$ cat src/logic/watchdog_consts.svh
// Notes on behaviour
// - Reset MCU when armed counter expires
// - One option picks hardware or software arming
// - Software option: idle until arm bit set
// - Once armed, only MCU reset disarms
// - Inactive watchdog allows stop with oscillator off
// - Hardware option: stop acts as wait
// - After stop exit counting resumes in place
// - Reset value FE: arm clear, rest set
// - Writing soft-reset bit zero resets at once
// - Counter bit 6 falling triggers the reset
// - Register count bits map reversed to counter
// - 64 periods, 3072 to 196608 cycles
// - Hardware option: arm bit reads one always
// - Disarmed: free 7-bit timer, no reset
// - Counter clocked from internal clock over 3072
// - Watchdog reset held 2048 internal clocks
// - At least 28 instructions before reset
`ifndef WATCHDOG_CONSTS_SVH
`define WATCHDOG_CONSTS_SVH
// Register map
`define WDG_ADDR_COUNT_CONTROL 8'hD8
`define WDG_RESET_VALUE        8'hFE
// Field positions in the register
`define WDG_ARM_BIT            0
`define WDG_SOFT_RESET_BIT     1
// Timing: divide by 12, then 256 slow ticks per count step
`define WDG_CLK_DIV            12
`define WDG_STEP_TICKS         256
`define WDG_RESET_HOLD         2048
// Least guard after arming, in 13-clock machine cycles * 4 * 28
`define WDG_GUARD_CYCLES       1456
`endif

$ cat src/logic/watchdog_pkg.sv
package watchdog_pkg;
  // Register bus request carrier
  typedef struct packed
  {
    logic [7:0] addr;
    logic [7:0] wdata;
    logic       wr;
    logic       rd;
  } reg_req_t;
  // Reset hold machine states
  typedef enum logic [1:0]
  {
    HOLD_IDLE = 2'b00,
    HOLD_BUSY = 2'b01
  } hold_state_t;
endpackage

$ cat src/logic/wdg_tick_divider.sv
`timescale 1ns/1ps
`include "watchdog_consts.svh"
// Divides core clock by 12, then by 256: one pulse per 3072 clocks
module wdg_tick_divider
(
  // Clock and reset
  input  wire logic core_clk,
  input  wire logic rst_n,
  // Counting allowed
  input  wire logic run,
  // One-cycle step pulse
  output logic      step
);
  // All state in one struct
  typedef struct packed
  {
    logic [3:0] pre;
    logic [7:0] post;
    logic       step;
  } div_state_t;
  div_state_t st;
  div_state_t next_st;
  // Next-state logic; halting holds the phase so counting resumes
  always_comb
  begin
    next_st      = st;
    next_st.step = 1'b0;
    if (run)
    begin
      if (st.pre == 4'(`WDG_CLK_DIV - 1)) // Divide by twelve
      begin
        next_st.pre  = 4'h0;
        next_st.post = st.post + 8'h01;
        if (st.post == 8'(`WDG_STEP_TICKS - 1))
          next_st.step = 1'b1; // 12*256 = 3072 cycles per step
      end
      else
        next_st.pre = st.pre + 4'h1;
    end
  end
  // State register
  always_ff @(posedge core_clk)
  begin
    if (!rst_n)
      st <= '0;
    else
      st <= next_st;
  end
  assign step = st.step;
endmodule

$ cat src/logic/digital_watchdog_timer.sv
// Local design decision: the plain strobed port.
`timescale 1ns/1ps
`include "watchdog_consts.svh"
module digital_watchdog_timer
(
  // Clock and reset
  input  wire logic       core_clk,
  input  wire logic       rst_n,
  // Non-volatile activation option: 1 = hardware, 0 = software
  input  wire logic       hw_option,
  // Register port
  input  wire logic [7:0] reg_addr,
  input  wire logic [7:0] reg_wdata,
  input  wire logic       reg_wr,
  input  wire logic       reg_rd,
  output logic      [7:0] reg_rdata,
  // Core requests a stop; wake by interrupt
  input  wire logic       stop_req,
  input  wire logic       wake_irq,
  // Core-facing results
  output logic            mcu_reset,
  output logic            osc_halt,
  output logic            active
);
  // ****************************************
  // State
  // ****************************************
  typedef struct packed
  {
    logic [6:0]                ctr;     // Physical counter, bit 6 = soft reset
    logic                      arm;     // Arm bit
    logic                      stopped; // Oscillator halted
    watchdog_pkg::hold_state_t hold;
    logic [11:0]               hold_cnt;
    logic [10:0]               guard;   // Guard after arm or reset
    logic [7:0]                rdata;
    logic                      rst_out;
    logic                      act_out;
  } wdg_state_t;
  wdg_state_t st;
  wdg_state_t next_st;
  watchdog_pkg::reg_req_t req;  // Bundled bus request
  logic       step;             // Count step from divider
  logic       armed;            // Effective arm, option applied
  logic       hit;              // Register selected
  logic [6:0] load;             // Counter value from a write
  logic [6:0] dec;              // Counter minus one
  logic       fire;             // Reset cause this cycle
  assign req = '{addr: reg_addr, wdata: reg_wdata, wr: reg_wr, rd: reg_rd};
  assign hit = (req.addr == `WDG_ADDR_COUNT_CONTROL);
  // Hardware option overrides the arm bit entirely
  assign armed = hw_option | st.arm;
  assign dec   = st.ctr - 7'h01;
  // ****************************************
  // Bit reversal between register and counter
  // ****************************************
  genvar i;
  generate
    for (i = 0; i < 6; i = i + 1)
    begin : g_rev
      // Register bit 7 is counter LSB, bit 2 is counter bit 5
      assign load[i] = req.wdata[7 - i];
    end
  endgenerate
  assign load[6] = req.wdata[`WDG_SOFT_RESET_BIT];
  // Divider keeps running unless oscillator is halted or reset is being held
  wdg_tick_divider u_div
  (
    .core_clk (core_clk),
    .rst_n    (rst_n),
    .run      (!st.stopped && st.hold == watchdog_pkg::HOLD_IDLE),
    .step     (step)
  );
  // ****************************************
  // Next-state logic
  // ****************************************
  always_comb
  begin
    next_st = st;
    fire    = 1'b0;
    // Guard counts down; cause is ignored until it expires
    if (st.guard != 11'h000)
      next_st.guard = st.guard - 11'h001;
    // Wake first, so a stop in the same cycle still wins (set wins)
    if (wake_irq)
      next_st.stopped = 1'b0; // Resume where halted
    // Stop entry: only when inactive is the oscillator halted
    // Hardware option: stop behaves as wait, counting goes on
    if (stop_req && !armed)
      next_st.stopped = 1'b1;
    if (step)
      next_st.ctr = dec;
    if (req.wr && hit)
    begin
      // Reload by software
      next_st.ctr = load;
      // Arm can only be set, never cleared by a write
      if (req.wdata[`WDG_ARM_BIT] && !st.arm)
      begin
        next_st.arm   = 1'b1;
        next_st.guard = 11'(`WDG_GUARD_CYCLES);
      end
    end
    // Falling edge of counter bit 6 causes reset when armed
    // Write with soft-reset bit zero gives the same edge
    // When disarmed the counter just wraps as a 7-bit timer
    // With step every 3072, 64 loads give 3072..196608
    if (armed && st.ctr[6] && !next_st.ctr[6] && st.guard == 11'h000)
      fire = 1'b1;
    // Reset hold machine
    case (st.hold)
      watchdog_pkg::HOLD_IDLE:
      begin
        if (fire)
        begin
          next_st.hold     = watchdog_pkg::HOLD_BUSY;
          next_st.hold_cnt = 12'(`WDG_RESET_HOLD - 1);
          next_st.rst_out  = 1'b1;
        end
      end
      watchdog_pkg::HOLD_BUSY:
      begin
        // Hold reset 2048 clocks, then reload as after reset
        if (st.hold_cnt == 12'h000)
        begin
          next_st          = '0;
          next_st.ctr      = 7'(`WDG_RESET_VALUE >> 1);
          next_st.guard    = 11'(`WDG_GUARD_CYCLES);
          next_st.hold     = watchdog_pkg::HOLD_IDLE;
        end
        else
          next_st.hold_cnt = st.hold_cnt - 12'h001;
      end
      default:
        next_st.hold = watchdog_pkg::HOLD_IDLE;
    endcase
    // Read data: counter reversed back, arm forced in hardware mode
    next_st.rdata = 8'h00;
    if (req.rd && hit)
    begin
      for (int k = 0; k < 6; k++)
        next_st.rdata[7 - k] = st.ctr[k];
      next_st.rdata[`WDG_SOFT_RESET_BIT] = st.ctr[6];
      next_st.rdata[`WDG_ARM_BIT]        = armed;
    end
    next_st.act_out = (next_st.hold == watchdog_pkg::HOLD_IDLE) &&
                      (hw_option | next_st.arm);
  end
  // ****************************************
  // State register
  // ****************************************
  always_ff @(posedge core_clk)
  begin
    if (!rst_n)
    begin
      // Reset value FE: counter all ones, arm clear
      st       <= '0;
      st.ctr   <= 7'(`WDG_RESET_VALUE >> 1);
      st.guard <= 11'(`WDG_GUARD_CYCLES);
    end
    else
      st <= next_st;
  end
  assign reg_rdata = st.rdata;
  assign mcu_reset = st.rst_out;
  assign osc_halt  = st.stopped;
  assign active    = st.act_out;
endmodule

$ cat config.mk
export PLATFORM = sky130hd
export DESIGN_NAME = digital_watchdog_timer
export DESIGN_NICKNAME = d
export VERILOG_FILES = /design/src/logic/watchdog_pkg.sv /design/src/logic/wdg_tick_divider.sv /design/src/logic/digital_watchdog_timer.sv
export VERILOG_INCLUDE_DIRS = /design/src /design/src/logic
export SDC_FILE = /design/constraint.sdc
export NUM_CORES = 1
export LEC_CHECK = 0
export BUFFER_PORTS_ARGS = -buffer_cell sky130_fd_sc_hd__buf_2
export CORE_MARGIN = 2
export CORE_UTILIZATION = 51
export DETAILED_ROUTE_END_ITERATION = 12
export PLACE_DENSITY = 0.77
export SLEW_MARGIN = 25
export SYNTH_ARGS = -nofsm -noshare
export SYNTH_HDL_FRONTEND = slang
export SYNTH_HIERARCHICAL = 1
export SYNTH_SLANG_ARGS = --single-unit
$ cat constraint.sdc
create_clock -name core_clk -period 2.4 [get_ports core_clk]
set_clock_uncertainty 0.05 [all_clocks]
set_input_delay 0.72 -clock core_clk [delete_from_list [all_inputs] [get_ports core_clk]]
set_output_delay 0.72 -clock core_clk [all_outputs]
set_load 0.005 [all_outputs]
==> flow_summary.toml, run 1 <==
[clock_network]
h-tree-depth = 3
tritoncts = "yes"
cts_setup_buffers = 0
clock_tree.buffer_depth = 2
clock_latency_ns = 0.34
clk_pin_slew_ns = 0.06
cts.sinks = 57
cts_buffers = 9
cts_hold_buf = 0
clockRootBuffer = "clkbuf_8"

[worst_setup_path]
max_stage_delay_ns = 0.53
r2r_cells = 5
cp_slowest_cell = "or4b_4"
critPathRequiredTime_ns = 2.61
critPathLaunch = "reg_addr[1]"
start_kind = "primary input"
crit_path_end = "st[25]$_SDFFE_PN0P_"
cp_data_arrival_time_ns = 2.48
endpoint_kind = "flip-flop"
critical_path_class = "in2reg"
r2r_start = "st[21]$_SDFFE_PN0P_"
path_cells = "buf_2 > or4b_4 > or3_4 > a32oi_4 > o21a_1 > buf_4 > o21ai_1 > a21boi_1"
cp_max_fo = 4
r2r_end = "st[32]$_SDFFE_PN0P_"
rrSetupSlack_ns = 0.14

[sta]
hold_violations = 0
finalSetupViolCount = 0
timing.final.crit_share_pct = 94.66
max-slew-margin-rel_pct = 66.69
rsz0062_at_grt = "yes"
setup_slack_ns = 0.1283
period_minus_slack_ns = 2.272
tns_ns = 0
worstMarginPinSlew_ns = 0.4871
slew_violations = 0
max_freq_mhz = 440.2

[detailed_routing]
first_iter_violations = 117
wl_per_cell_um = 12.90
remaining_drc_errors = 0
antenna_left = 0
vias = 2252
vias_per_cell = 5.413
routed_wl_um = 5365
drtPass1Iterations = 4

[floorplanning]
die_w_um = 76.07
core_area_um2 = 5075
ios = 34
die_area_um2 = 5786
die_y_um = 76.07
rows = 26
start_util_pct = 52.19

[yosys]
yosys_warnings = 6
yosys.cell_count.top_type = "dfxtp_1"
netlist_instances = 297
synthTopCellsByCount = "dfxtp_1, nand2_1, nor2_1"
async_reset_ff_share_pct = 0
synth_edf_count = 0
synth_cell_type_count = 52
netlist_area_um2 = 2649
yosys.area.top_type = "dfxtp_1"
syn_avg_cell_area_um2 = 8.918
synthFlopType = "dfxtp_1"
synth_nets = 326
synthTopCellsByArea = "dfxtp_1, nand2_1, nor2_1"
synth_seq_area_share_pct = 43.08
synth_top_cell_area_share_pct = 43.08
ys_ff_latch = 57

[power]
leakagePower_uw = 0.001267
p_per_area_nw_per_um2 = 685.8
p_int_uw = 1741
sw_frac_of_total_pct = 20.90
ir_worst_vdd_uv = 730.8
seqPwrFrac_pct = 44.9
clockPowerShare_pct = 50.0
power_switching_uw = 459.9
pwr-share-comb_pct = 5.1

[cells_and_area]
regArea_um2 = 1141
nFillCells = 418
nNetsFinal = 370
multi_input_area_um2 = 1414
layout-drive-gt1-share_pct = 22.54
fin_area_um2 = 3209
area_delta_synth_final_pct = 21.16
n_antenna_cell = 0
layout.cells.non_filler = 416

[grt]
antenna_found_initial = 0
gr-total-overflow = 0
grt_max_degree = 17
grtUsageTotal_pct = 19.87
grt_pass1_vias = 2116
grt_pass1_wl_um = 9225

[run_status]
status = "finished, final reports clean"

[placement]
post-place-ws_ns = -0.2140
dpl_cell_area_um2 = 2959
place.gp.congestion = 0.8411
portBuffers = 33
dp.cells = 400
hpwl_um = 3759

[min_path]
hold_path_class = "reg2reg"

[run]
cap_violations = 0
==> layout by cell type, fill, tap and decap left out, drive strengths merged, types with 4 or more instances in the layout <==
cell     n
nor2b    6
dfxtp   57
a21oi   17
nor3    11
nand3    8
nor3b    5
clkbuf  11
xnor2    6
nor2    24
buf     48
ha       6
o21ai   17
nand4    4
and2     7
o31ai    7
or3      8
xor2     7
a211oi   5
or4      9
inv     11
nand2   26
o21a     5
==> power groups by stage <==
stage                     sequential [uW]  combinational [uW]  clock [uW]
after global routing                  990                 125        1170
after CTS                             987                 113        1120
after global placement               1010                 110           0
after detailed placement             1010                 112           0
after floorplan                      1000                66.0           0
final                                 987                 112        1100
==> layer usage <==
metal / global-route usage (%) / vias to the layer above / part of all wire, %
met4: 6.182 / 0 / 0.86
met5: 0 / - / 0
met3: 8.294 / 5 / 4.8
met1: 24.03 / 1045 / 47
met2: 32.32 / 51 / 48
li1: - / 1151 / -
==> kinds of logic (layout without fill, tap and decap cells) <==
group | Yosys count | in the layout | share of synthesized area (%)
xor+xnor | 13 | 13 | 4.299
simple gates | 122 | 122 | 26.17
buf+inv | 27 | 76 | 5.196
fa+ha+maj | 6 | 6 | 2.834
mux | 4 | 4 | 1.559
compound gates | 67 | 67 | 16.72
flops | 57 | 57 | 43.08
other cells | 1 | 1 | 0.1416
==> sequential cells by signal (all words and copies together) (netlist names) <==
name        cells
st             33
u_div/st       12
reg_rdata       8
active          1
mcu_reset       1
osc_halt        1
u_div/step      1
==> final cells by class <==
type / count / share of cell area (%)
Clock inverter: 5 / 3.197
Sequential cell: 57 / 35.56
Inverter: 12 / 1.404
Clock buffer: 11 / 4.405
Tap cell: 70 / 2.729
Timing Repair Buffer: 48 / 8.655
Multi-Input combinational cell: 213 / 44.05
==> how the worst min path moves through the flow <==
stage               depth (start not counted)                     to                     start  slack [ns]
global route                                2  u_div/step$_SDFF_PN0_  u_div/st[8]$_SDFFE_PN0P_        0.44
detailed placement                          2  u_div/step$_SDFF_PN0_  u_div/st[8]$_SDFFE_PN0P_        0.39
floorplan                                   2  u_div/step$_SDFF_PN0_  u_div/st[8]$_SDFFE_PN0P_        0.37
finish                                      2  u_div/step$_SDFF_PN0_  u_div/st[8]$_SDFFE_PN0P_        0.40
global placement                            2  u_div/step$_SDFF_PN0_  u_div/st[8]$_SDFFE_PN0P_        0.39
CTS                                         2  u_div/step$_SDFF_PN0_  u_div/st[8]$_SDFFE_PN0P_        0.40
==> critical path, delay by kind of cell <==
family | cells | cell delay [ns]
AOI/OAI and AO/OA | 4 | 0.66
and+or+nand+nor | 2 | 0.89
buffers and inverters | 2 | 0.23
==> per-stage QoR <==
step / hold slack [ns] / total power [uW] / utilization, %
3_5_place_dp: 0.3863 / 1120 / 58.31
3_3_place_gp: 0.3853 / 1116 / 58.31
6_report: 0.3997 / 2201 / 63.24
2_1_floorplan: 0.3735 / 1071 / -
4_1_cts: 0.3992 / 2219 / 63.12
5_1_grt: 0.4393 / 2282 / 63.24
==> what timing repair did <==
item | CTS | global route
setup endpoints to repair | 0 | 4
resized for setup | 0 | 2
hold endpoints to repair | 0 | 0
No activity file was read; power rests on OpenSTA's default activity.
==> inputs of run 2 (changes only) <==
--- a/config.mk
+++ b/config.mk
@@ -6,11 +6,14 @@
 export SDC_FILE = /design/constraint.sdc
 export NUM_CORES = 1
 export LEC_CHECK = 0
+export ABC_AREA = 1
 export BUFFER_PORTS_ARGS = -buffer_cell sky130_fd_sc_hd__buf_2
 export CORE_MARGIN = 2
-export CORE_UTILIZATION = 51
+export CORE_UTILIZATION = 52
 export DETAILED_ROUTE_END_ITERATION = 12
-export PLACE_DENSITY = 0.77
+export GPL_TIMING_DRIVEN = 1
+export PLACE_DENSITY = 0.78
+export SETUP_SLACK_MARGIN = 0.15
 export SLEW_MARGIN = 25
 export SYNTH_ARGS = -nofsm -noshare
 export SYNTH_HDL_FRONTEND = slang
==> run 2 against run 1 <==
Utilization shrank 2.9 points. Worst hold slack gained 0.0067 ns. Maximum frequency grew 27%. Clock power shrank 13%. Largest power group is now registers.
==> flow_summary.toml, run 2 <==
[clock_network]
clock_tree.buffer_depth = 2
cts_resized = 0
clock_latency_ns = 0.34
cts_hold_buf = 0
clockRootBuffer = "clkbuf_8"
cts_buffers = 9
h-tree-depth = 3
clk_pin_slew_ns = 0.07
tritoncts = "yes"
cts_setup_buffers = 0
cts.sinks = 57

[yosys]
synth_top_cell_area_share_pct = 39.48
synth_edf_count = 0
synthFlopType = "dfxtp_1"
netlist_instances = 412
synth_cell_type_count = 36
synth_seq_area_share_pct = 39.48
ys_ff_latch = 57
async_reset_ff_share_pct = 0
yosys.area.top_type = "dfxtp_1"
synth_nets = 441
netlist_area_um2 = 2890
synthTopCellsByCount = "nor2_1, nand2_1, dfxtp_1"
yosys_warnings = 6
yosys.cell_count.top_type = "nor2_1"
synthTopCellsByArea = "dfxtp_1, nor2_1, nand2_1"
syn_avg_cell_area_um2 = 7.015

[sta]
max_freq_mhz = 559.1
period_minus_slack_ns = 1.788
hold_violations = 0
tns_ns = 0
rsz0062_at_grt = "no"
timing.final.crit_share_pct = 74.52
slew_violations = 0
finalSetupViolCount = 0
holdWs_ns = 0.4065

[floorplanning]
ios = 34
start_util_pct = 53.14
die_w_um = 78.56
die_y_um = 78.56
die_area_um2 = 6171
core_area_um2 = 5439
rows = 27

[min_path]
hold_path_class = "reg2reg"

[placement]
hpwl_um = 4268
place.gp.congestion = 0.8876
dp.cells = 507
dpl_cell_area_um2 = 3068
portBuffers = 33

[detailed_routing]
remaining_drc_errors = 0
first_iter_violations = 73
wl_per_cell_um = 11.12
routed_wl_um = 5816
vias_per_cell = 4.920
drtPass1Iterations = 4
antenna_left = 0
vias = 2573

[worst_setup_path]
critPathRequiredTime_ns = 2.59
cp_max_fo = 13
cp_data_arrival_time_ns = 1.98
critical_path_class = "in2reg"
start_kind = "primary input"
endpoint_kind = "flip-flop"

[cells_and_area]
fin_area_um2 = 3283
nNetsFinal = 475
area_delta_synth_final_pct = 13.59
mostFrequentLayoutCell = "nor2_1"
layout.cells.non_filler = 523
n_antenna_cell = 0
layout-drive-gt1-share_pct = 18.63
largest_reg_flops = 33
top_register = "st"
final_cell_mix = "nor2_1, nand2_1, dfxtp_1"

[grt]
grt_pass1_vias = 2460
grt_pass1_wl_um = 10150
use_met1_pct = 24.39
gr-total-overflow = 0
grtUsageMet3_pct = 5.517
grtUsageTotal_pct = 21.10
grt_max_degree = 16
antenna_found_initial = 0
grt-busiest-layer = "met2"
use_met2_pct = 35.30

[power]
leakagePower_uw = 0.001597
total_power_uw = 2086
p_per_area_nw_per_um2 = 635.2
ir_worst_vdd_uv = 351.1

[run]
cap_violations = 0

[run_status]
status = "finished, final reports clean"
## run 2: changes by cell type after synthesis, sizes merged, moves of 8 or more
cell / delta
nor2: +68
nand2: +62
or4: -9
inv: +42
nand3: +16
or3: -8
## run 2: critical path, stage by stage
cell and delay (ns):
buf_2 0.09, inv_1 0.04, nand2_1 0.05, nor2_2 0.11, nand3_2 0.17, inv_2 0.19, nand2_2 0.10, nand3_2 0.08
nand2_2 0.16, o21ai_0 0.19, inv_1 0.05
## run 2: metrics by stage
step / util [%] / setup WS [ns]
2_1_floorplan: - / 0.6114
3_3_place_gp: 56.41 / 0.3201
6_report: 60.36 / 0.6115
4_1_cts: 60.36 / 0.6250
3_5_place_dp: 56.41 / 0.2553
5_1_grt: 60.36 / 0.3886
## run 2: logic make-up after synthesis
group,synth area share [%]
buffers and inverters,10.48
other,0.1297
XOR/XNOR,3.031
adder cells (fa/ha/maj),2.597
flip-flops,39.48
AO/OA/AOI/OAI,8.572
AND/OR/NAND/NOR,35.71
## run 2: final cells by class
cell class	count	area, um2
clock buffers	12	165.2
clock inverters	4	50.05
fillers	494	2156
inverters	54	202.7
multi-input cells	288	1446
flip-flops and latches	57	1141
well taps	72	90.09
repair buffers	36	187.7
## run 2: power by group
group / switching (uW) / internal [uW] / leakage (uW) / total (uW)
clock network: 390 / 562 / 0.000105 / 952
registers: 25.2 / 968 / 0.000462 / 993
logic: 80.1 / 59.9 / 0.00103 / 140
## run 2: path summary, 6_finish.rpt
path	end	from	slack, ns	cells after the start
worst max-delay path	st[27]$_SDFFE_PN0P_	reg_addr[5]	0.61	11
worst min-delay path	mcu_reset$_SDFFE_PN0P_	mcu_reset$_SDFFE_PN0P_	0.41	2
worst max register to register	st[22]$_SDFFE_PN0P_	st[21]$_SDFFE_PN0P_	0.64	11
worst min register to register	mcu_reset$_SDFFE_PN0P_	mcu_reset$_SDFFE_PN0P_	0.41	2
## run 2: layer usage
layer  part of all wire [%]  up-vias
met4                    2.3        0
met2                     46       44
met3                    3.5       13
met1                     48     1159
met5                      0        -
li1                       -     1357
